File: config.mk
export PLATFORM = sky130hd
export DESIGN_NAME = ctp_top
export DESIGN_NICKNAME = d
export VERILOG_FILES = /design/src/common/ctp_pkg.sv /design/src/ctp_prescaler.sv /design/src/ctp_edge_det.sv /design/src/ctp_top.sv
export SDC_FILE = /design/constraint.sdc
export NUM_CORES = 1
export LEC_CHECK = 0
export ABC_CLOCK_PERIOD_IN_PS = 2700
export CAP_MARGIN = 10
export CORE_MARGIN = 2
export CORE_UTILIZATION = 33
export DETAILED_ROUTE_END_ITERATION = 6
export DONT_BUFFER_PORTS = 1
export GPL_TIMING_DRIVEN = 1
export PLACE_DENSITY = 0.51
export SLEW_MARGIN = 5
export SYNTH_ARGS = -nofsm -noshare
export SYNTH_HDL_FRONTEND = slang
export SYNTH_SLANG_ARGS = --single-unit
File: constraint.sdc
create_clock -name REF_CLK_I -period 2.7 [get_ports REF_CLK_I]
set_input_delay 0.405 -clock REF_CLK_I [delete_from_list [all_inputs] [get_ports REF_CLK_I]]
set_output_delay 0.405 -clock REF_CLK_I [all_outputs]
set_load 0.02 [all_outputs]
File: src/common/ctp_pkg.sv
// Purpose: Shared constants and carriers for the conversion-time counter and prescaler
// Assumes: Register port is a simple byte-wide write/read strobe interface
// Notes: Offsets and fields follow the option register layout
package ctp_pkg;
  // ==========================================================
  // Register map
  localparam logic [7:0] OPT_CTRL_ADDR = 8'h07;
  localparam logic [7:0] OPT_CTRL_RESET = 8'h40;
  localparam int CNT_ENA_BIT = 6;
  localparam int DIV_ENA_BIT = 3;
  localparam int DIV_SEL_LSB = 0;
  localparam int DIV_SEL_W = 3;
  // ==========================================================
  // Mode and sizes
  localparam logic [1:0] MODE_EDGE_BOUNDED = 2'h3;
  localparam int CLK_CNT_W = 24;
  localparam int RAW_W = 24;
  localparam int RES_W = 16;
  localparam logic [7:0] EDGES_RESET = 8'h01;

  typedef struct packed {
    logic cnt_ena;
    logic div_ena;
    logic [2:0] div_sel;
  } ctp_opt_type;

  typedef struct packed {
    logic [15:0] value;
    logic overflow;
  } ctp_result_type;
endpackage : ctp_pkg

File: src/ctp_prescaler.sv
// Purpose: Divides a raw count by a power of two and flags overflow of the 16-bit result
// Assumes: Raw count is stable while valid is high
// Notes: Pure combinational shift
`timescale 1ns/1ps
module ctp_prescaler #(
  parameter int RAW_W = 24
) (
  // Control
  input wire ctp_pkg::ctp_opt_type opt_i,
  // Data
  input wire logic [RAW_W-1:0] raw_i,
  output ctp_pkg::ctp_result_type res_o
);
  // Overflow test needs bits above the 16-bit window
  if (RAW_W <= ctp_pkg::RES_W || RAW_W > 32)
  begin : g_bad_raw_w
    $error("ctp_prescaler: RAW_W must exceed the result width and stay within 32");
  end

  wire [3:0] shift_amt;
  wire [RAW_W-1:0] shifted;
  // Field value ignored unless divider enabled
  assign shift_amt = opt_i.div_ena ? ({1'b0, opt_i.div_sel} + 4'h1) : 4'h0;
  assign shifted = raw_i >> shift_amt;
  // Overflow when bits remain above the 16-bit window
  assign res_o.overflow = |shifted[RAW_W-1:ctp_pkg::RES_W];
  assign res_o.value = res_o.overflow ? 16'hffff : shifted[ctp_pkg::RES_W-1:0];
endmodule : ctp_prescaler

File: src/ctp_edge_det.sv
// Purpose: Falling edge detector for the external trigger
// Assumes: Input already synchronous
// Notes: One-cycle pulse
`timescale 1ns/1ps
module ctp_edge_det (
  // Clock and reset
  input wire logic clk_i,
  input wire logic rst_i,
  // Signal
  input wire logic sig_i,
  output logic fall_o
);
  logic prev_ff;
  always_ff @(posedge clk_i)
  begin
    if (rst_i)
      prev_ff <= 1'b1;
    else
      prev_ff <= sig_i;
  end
  assign fall_o = prev_ff & ~sig_i;
endmodule : ctp_edge_det

File: src/ctp_top.sv
// Purpose: Option register, externally bounded conversion clock counter and result prescaler
// Assumes: Register port strobes are synchronous, one cycle each
// Notes: Raw measurement counts arrive from the converter with a valid strobe
//
// How it works
// - In edge-bounded mode the conversion length comes from trigger pin pulses, not the time setting.
// - With counting disabled in that mode, no clocks are counted and the thermal result is invalid.
// - With counting enabled in that mode, clocks in the window are counted and thermal is valid.
// - The counted clocks are held in a readable 24-bit output.
// - With the divider disabled, results pass undivided.
// - With the divider enabled, raw counts are divided before entering the 16-bit result.
// - The division factor is two to the power of one plus the selection field.
// - The selection field is ignored while the divider is disabled.
// - Dividing widens the range and coarsens resolution by the same factor.
// - A suitable divider gives unsaturated results for 2^17 to 2^24 clock conversions.
// - Too small a divider that lets the result overflow sets the overflow flag.
// - Mode code 11 selects edge-bounded mode with start and end from the trigger pin.
// - A started conversion ends after a set number of extra falling edges.
`timescale 1ns/1ps
module ctp_top #(
  parameter int RAW_W = ctp_pkg::RAW_W,
  parameter int CNT_W = ctp_pkg::CLK_CNT_W
) (
  // Clock and reset
  input wire logic REF_CLK_I,
  input wire logic RST_I,
  // Register port
  input wire logic REG_WR_I,
  input wire logic [7:0] REG_ADDR_I,
  input wire logic [7:0] REG_WDATA_I,
  output logic [7:0] REG_RDATA_O,
  // Mode and trigger
  input wire logic [1:0] MEASURE_KIND_SELECT_I,
  input wire logic [7:0] EDGE_COUNT_I,
  input wire logic EXT_TRIGGER_PIN_I,
  // Raw measurement
  input wire logic RAW_VALID_I,
  input wire logic [RAW_W-1:0] RAW_COUNT_I,
  // Results
  output logic CONV_ACTIVE_O,
  output logic CONV_DONE_O,
  output logic [CNT_W-1:0] CONVERSION_CLOCK_COUNT_RESULT_O,
  output logic THERMAL_VALID_O,
  output logic [15:0] RESULT_O,
  output logic RESULT_OVERFLOW_FLAG_O
);
  // ==========================================================
  // Parameter checks
  // Overflow needs bits above the 16-bit window; shifts are sized for 32 bits
  if (RAW_W < ctp_pkg::RES_W + 1)
  begin : g_raw_narrow
    $error("ctp_top: RAW_W must exceed the result width");
  end
  if (RAW_W > 32)
  begin : g_raw_wide
    $error("ctp_top: RAW_W above 32 is not supported");
  end
  if (CNT_W < 1)
  begin : g_cnt_narrow
    $error("ctp_top: CNT_W must be at least 1");
  end
  if (CNT_W > 32)
  begin : g_cnt_wide
    $error("ctp_top: CNT_W above 32 is not supported");
  end

  typedef enum logic [1:0] {
    ST_IDLE = 2'b00,
    ST_CONV = 2'b01,
    ST_DONE = 2'b10
  } ctp_state_type;

  // ==========================================================
  // Option register
  // Writable bits; the reserved ones always read back as zero
  localparam logic [7:0] CNT_ENA_MASK = 8'h01 << ctp_pkg::CNT_ENA_BIT;
  localparam logic [7:0] DIV_ENA_MASK = 8'h01 << ctp_pkg::DIV_ENA_BIT;
  localparam logic [7:0] DIV_SEL_MASK =
    8'(((1 << ctp_pkg::DIV_SEL_W) - 1) << ctp_pkg::DIV_SEL_LSB);
  localparam logic [7:0] OPT_WMASK = CNT_ENA_MASK | DIV_ENA_MASK | DIV_SEL_MASK;

  logic [7:0] opt_ff;
  logic [7:0] nxt_opt;
  wire opt_hit = (REG_ADDR_I == ctp_pkg::OPT_CTRL_ADDR);
  wire opt_wr = REG_WR_I && opt_hit;
  assign nxt_opt = opt_wr ? (REG_WDATA_I & OPT_WMASK) : opt_ff;
  always_ff @(posedge REF_CLK_I)
  begin
    if (RST_I)
    begin
      opt_ff <= ctp_pkg::OPT_CTRL_RESET;
    end
    else
    begin
      opt_ff <= nxt_opt;
    end
  end

  // ==========================================================
  // Option fields
  ctp_pkg::ctp_opt_type opt;
  assign opt.cnt_ena = opt_ff[ctp_pkg::CNT_ENA_BIT];
  assign opt.div_ena = opt_ff[ctp_pkg::DIV_ENA_BIT];
  assign opt.div_sel = opt_ff[ctp_pkg::DIV_SEL_LSB +: ctp_pkg::DIV_SEL_W];

  // ==========================================================
  // Trigger edges and mode decode
  wire trig_fall;
  ctp_edge_det u_edge (
    .clk_i(REF_CLK_I),
    .rst_i(RST_I),
    .sig_i(EXT_TRIGGER_PIN_I),
    .fall_o(trig_fall)
  );

  wire edge_bounded_mode = (MEASURE_KIND_SELECT_I == ctp_pkg::MODE_EDGE_BOUNDED);
  // Zero edge count behaves as one
  wire [7:0] edges_needed = (EDGE_COUNT_I == 8'h00) ? ctp_pkg::EDGES_RESET : EDGE_COUNT_I;

  // ==========================================================
  // Window state
  ctp_state_type state_ff;
  ctp_state_type nxt_state;
  logic [7:0] edge_ff;
  logic [7:0] nxt_edge;
  logic [CNT_W-1:0] clk_cnt_ff;
  logic [CNT_W-1:0] nxt_clk_cnt;

  wire in_conv = (state_ff == ST_CONV);
  wire [7:0] edge_inc = edge_ff + 8'h01;
  wire [CNT_W-1:0] clk_cnt_inc = clk_cnt_ff + CNT_W'(1);
  // Leaving the mode drops the window, even on a closing edge, so no result is published
  wire conv_start = !in_conv && edge_bounded_mode && trig_fall;
  wire last_edge = in_conv && edge_bounded_mode && trig_fall &&
                   (edge_inc >= edges_needed);
  wire counting = in_conv && opt.cnt_ena;
  wire cnt_full = &clk_cnt_ff;

  // ==========================================================
  // Conversion state machine
  always_comb
  begin
    nxt_state = state_ff;
    case (state_ff)
      ST_IDLE:
      begin
        if (conv_start)
          nxt_state = ST_CONV;
      end
      ST_CONV:
      begin
        if (!edge_bounded_mode)
          nxt_state = ST_IDLE;
        else if (last_edge)
          nxt_state = ST_DONE;
      end
      ST_DONE:
      begin
        if (conv_start)
          nxt_state = ST_CONV;
        else
          nxt_state = ST_IDLE;
      end
      default:
      begin
        nxt_state = ST_IDLE;
      end
    endcase
  end

  // ==========================================================
  // Edge and clock counters
  assign nxt_edge = conv_start ? 8'h00 :
                    (in_conv && trig_fall) ? edge_inc : edge_ff;
  // Counter saturates at full scale rather than wrapping, so a long window never reads short
  assign nxt_clk_cnt = conv_start ? '0 :
                       (counting && !cnt_full) ? clk_cnt_inc : clk_cnt_ff;

  always_ff @(posedge REF_CLK_I)
  begin
    if (RST_I)
    begin
      state_ff <= ST_IDLE;
    end
    else
    begin
      state_ff <= nxt_state;
    end
  end

  always_ff @(posedge REF_CLK_I)
  begin
    if (RST_I)
    begin
      edge_ff <= 8'h00;
    end
    else
    begin
      edge_ff <= nxt_edge;
    end
  end

  always_ff @(posedge REF_CLK_I)
  begin
    if (RST_I)
    begin
      clk_cnt_ff <= '0;
    end
    else
    begin
      clk_cnt_ff <= nxt_clk_cnt;
    end
  end

  // ==========================================================
  // Published conversion results
  wire conv_end = last_edge;
  wire nxt_active = (nxt_state == ST_CONV);
  wire cnt_capture = conv_end && opt.cnt_ena;
  // Thermal flag drops at a start so a stale value never outlives its window
  wire therm_load = conv_start || conv_end;
  wire nxt_thermal = conv_end && opt.cnt_ena;

  always_ff @(posedge REF_CLK_I)
  begin
    if (RST_I)
    begin
      CONV_ACTIVE_O <= 1'b0;
    end
    else
    begin
      CONV_ACTIVE_O <= nxt_active;
    end
  end

  always_ff @(posedge REF_CLK_I)
  begin
    if (RST_I)
    begin
      CONV_DONE_O <= 1'b0;
    end
    else
    begin
      CONV_DONE_O <= conv_end;
    end
  end

  always_ff @(posedge REF_CLK_I)
  begin
    if (RST_I)
    begin
      CONVERSION_CLOCK_COUNT_RESULT_O <= '0;
    end
    else if (cnt_capture)
    begin
      CONVERSION_CLOCK_COUNT_RESULT_O <= nxt_clk_cnt;
    end
  end

  always_ff @(posedge REF_CLK_I)
  begin
    if (RST_I)
    begin
      THERMAL_VALID_O <= 1'b0;
    end
    else if (therm_load)
    begin
      THERMAL_VALID_O <= nxt_thermal;
    end
  end

  // ==========================================================
  // Result prescaler
  ctp_pkg::ctp_result_type pres;
  ctp_prescaler #(
    .RAW_W(RAW_W)
  ) u_pres (
    .opt_i(opt),
    .raw_i(RAW_COUNT_I),
    .res_o(pres)
  );

  always_ff @(posedge REF_CLK_I)
  begin
    if (RST_I)
    begin
      RESULT_O <= 16'h0000;
    end
    else if (RAW_VALID_I)
    begin
      RESULT_O <= pres.value;
    end
  end

  always_ff @(posedge REF_CLK_I)
  begin
    if (RST_I)
    begin
      RESULT_OVERFLOW_FLAG_O <= 1'b0;
    end
    else if (RAW_VALID_I)
    begin
      RESULT_OVERFLOW_FLAG_O <= pres.overflow;
    end
  end

  // ==========================================================
  // Register readback
  // Read data follows the address by one cycle; other addresses read zero
  wire [7:0] nxt_rdata = opt_hit ? opt_ff : 8'h00;
  always_ff @(posedge REF_CLK_I)
  begin
    if (RST_I)
    begin
      REG_RDATA_O <= 8'h00;
    end
    else
    begin
      REG_RDATA_O <= nxt_rdata;
    end
  end
endmodule : ctp_top

==> flow_summary.yaml <==
outcome:
  run_status: "finished, final reports clean"
run:
  maxCapViolCount: 0
min_path:
  hold_depth: 1
  worstHoldStart: "RST_I"
  min_to: "THERMAL_VALID_O"
  hp-class: "in2reg"
placed_design:
  routabilityCongestion: 0.8432
  dpl.hpwl_um: 10820
  dp_cells: 806
  port-buffer-count: 0
  dp_slack_ps: -23.90
cells_and_area:
  multi_input_area_sq_mm: 0.003302
  antennaDiodeCount: 0
  drive_above_1_share: 0.1521
  ff_latch_area_sq_mm: 0.001787
  nFillCells: 1608
  fin_nets: 666
  area_delta_synth_final_pct: 12.30
  final_cells: 821
grt:
  antenna_found_initial: 0
  grt_pass1_wl_um: 23420
  grt_pass1_vias: 4471
  overflow: 0
  track_usage: 0.1751
  grt_max_degree: 37
die:
  fp.dieW_um: 130.7
  die-height_um: 130.7
  core_sq_mm: 0.01577
  rows: 46
  ios: 107
  start_util: 0.3360
  die_area_sq_mm: 0.01709
logic_synthesis:
  synthTopCellsByCount: "dfxtp_1, nor2_1, nand2_1"
  yosys_warnings: 0
  ys_ff_latch: 89
  synth_flop_cell: "dfxtp_1"
  synth_most_common_cell: "dfxtp_1"
  synth-edff-count: 0
  synthTopCellsByArea: "dfxtp_1, mux4_2, nor2_1"
  ys_seq_area_frac: 0.3362
  synth.distinct_cells: 73
  synth_top_area_cell: "dfxtp_1"
  mappedNetlistArea_sq_mm: 0.005299
  synth_top_area_share: 0.3362
  syn-mean-instance-area_sq_um: 8.758
  syn_inst: 605
  async_flop_share: 0
route:
  vias: 4620
  wl_per_cell_um: 17.83
  top_layer_used: "met4"
  antenna_left: 0
  routed-wl-met2_um: 6612
  wl_met1_um: 6576
  drc_errors: 0
  met3WireLength_um: 1092
  viasPerCell: 5.627
  dr.pass1.iters: 4
  drt-total-wl_um: 14640
  drtIter0Drc: 332
sta:
  period_needed_ps: 2590
  setup_tns_ps: 0
  min_period_over_period: 0.9591
  fin_skew_ps: 4.864
  hold_viol_final: 0
  rsz0062_at_grt: "true"
  worst_slack_ps: 110.3
  drv_slew: 0
  setup_violations: 0
  tightest_slew_ps: 689.2
  max_clock_freq_mhz: 386.2
  slew_headroom: 0.5405
clocking:
  clk_latency_ps: 340
  cts-htree-levels: 3
  cts_root_buf: "clkbuf_16"
  cts.reportedPaths.clkPinSlew_ps: 60
  cts-hold-fix-buffers: 0
  clock_path_buffers: 2
  cts.sinks: 89
  cts_buffers: 9
  cts_tree: "built"
setup_path:
  r2r_start: "edge_ff[0]"
  cp_max_fo: 20
  cp-end-kind: "flip-flop"
  r2r_cells: 10
  reg2reg_slack_ps: 110
  cp.arrival_ps: 2830
  crit_required_ps: 2940
  cp-start-kind: "flip-flop"
  r2r_end: "CONVERSION_CLOCK_COUNT_RESULT_O[7]"
  critPathKind: "reg2reg"
pwr:
  intPower_mw: 2.177
  vdd_drop_max_v: 0.0003813
  p_clk_frac: 0.450
  comb_power_share: 0.065
  netSwitchingPower_mw: 0.6865
  p_leak_nw: 2.405
  sw_frac_of_total: 0.2398
  sequentialPowerShare: 0.485
  power_density_mw_per_mm2: 481.1
-- power by group through the flow --
stage,sequential (mW),clock (mW),combinational (mW)
finish,1.39,1.29,0.186
detailed placement,1.42,0,0.185
global route,1.39,1.39,0.208
floorplan,1.41,0,0.155
CTS,1.39,1.34,0.185
global placement,1.42,0,0.182
-- per-layer routing --
| metal | track usage | vias up |
|---|---|---|
| met5 | 0 | - |
| met4 | 0.06633 | 0 |
| met3 | 0.05293 | 20 |
| met2 | 0.2721 | 140 |
| met1 | 0.2297 | 2221 |
| li1 | - | 2239 |
-- worst max-delay path: stages, from the launching register on --
cell and delay (ps):
dfxtp_2 350, buf_4 130, nand3_1 90, nor2_2 150, nand3_2 110, xnor2_2 150
ha_1 290, a211o_1 310, a311o_1 400, and2_4 280, o22a_1 220
-- layout make-up --
type,count,area share
clock buffer,11,0.04079
clock inverter,5,0.01030
inverter,20,0.01262
multi-input combinational,455,0.5549
sequential,89,0.3003
tap,216,0.04542
timing repair buffer,25,0.03574
-- kinds of logic after synthesis --
kind of cell,synth area share
and+or+nand+nor,0.2059
AOI/OAI and AO/OA,0.2253
DFF,0.3362
buffers and inverters,0.05431
muxes,0.1119
xor gates and xnor gates,0.03967
adders and majority gates,0.02597
other,0.0007077
-- registers in the layout, indices dropped and copies added (netlist names) --
signal,cells
state_ff,2
u_edge.prev_ff,1
edge_ff,8
CONV_DONE_O,1
REG_RDATA_O,5
opt_ff,5
CONV_ACTIVE_O,1
clk_cnt_ff,24
THERMAL_VALID_O,1
CONVERSION_CLOCK_COUNT_RESULT_O,24
RESULT_OVERFLOW_FLAG_O,1
RESULT_O,16
-- worst max-delay path by stage --
stage / start / end / cells past startpoint
after floorplan: edge_ff[0] / CONVERSION_CLOCK_COUNT_RESULT_O[0] / 11
after global placement: EDGE_COUNT_I[4] / CONVERSION_CLOCK_COUNT_RESULT_O[6] / 9
after detailed placement: edge_ff[0] / CONVERSION_CLOCK_COUNT_RESULT_O[21] / 10
after CTS: edge_ff[0] / CONVERSION_CLOCK_COUNT_RESULT_O[5] / 11
after global routing: edge_ff[0] / CONVERSION_CLOCK_COUNT_RESULT_O[22] / 11
final: edge_ff[0] / CONVERSION_CLOCK_COUNT_RESULT_O[7] / 10
-- per-stage QoR --
stage	power [mW]	utilization	area (sq um)	hold WS, ps
floorplan	1.563	-	5306	453.6
global route	2.994	0.3773	5951	121.7
finish	2.863	0.3773	5951	141.1
CTS	2.911	0.3746	5907	111.2
detailed placement	1.604	0.3551	5600	488.8
global placement	1.601	0.3551	5600	486.5
-- cell usage in the layout, fill, tap and decap left out, types with 4 or more instances in the layout --
cell | synthesis | routed
nand2_1 | 45 | 44
inv_1 | 20 | 20
nor3_1 | 12 | 12
o21bai_1 | 6 | 5
a31oi_1 | 15 | 15
or3_1 | 8 | 8
and2_1 | 9 | 8
a21oi_1 | 25 | 24
nor2b_1 | 8 | 8
o22ai_1 | 6 | 6
xor2_1 | 7 | 7
mux2i_1 | 21 | 21
nand2b_1 | 11 | 11
o221ai_1 | 5 | 5
and3_1 | 4 | 4
o22a_1 | 20 | 20
nand3_1 | 21 | 19
ha_1 | 11 | 10
o21ai_0 | 16 | 16
nor2_1 | 68 | 66
a21o_1 | 5 | 5
clkbuf_16 | 0 | 9
mux2_2 | 4 | 4
buf_4 | 3 | 23
a211oi_1 | 5 | 5
nand4_1 | 6 | 6
a21oi_2 | 3 | 4
dfxtp_1 | 89 | 85
mux4_2 | 15 | 15
a211o_1 | 9 | 9
nor4_1 | 7 | 7
dfxtp_2 | 0 | 4
xnor2_1 | 17 | 16
-- what timing repair did --
action | CTS | global route
buffers inserted | 0 | 0
gates resized for setup | 1 | 16
setup endpoints to repair | 4 | 27
pin swaps | 0 | 8
(Power assumes the default switching activity.)
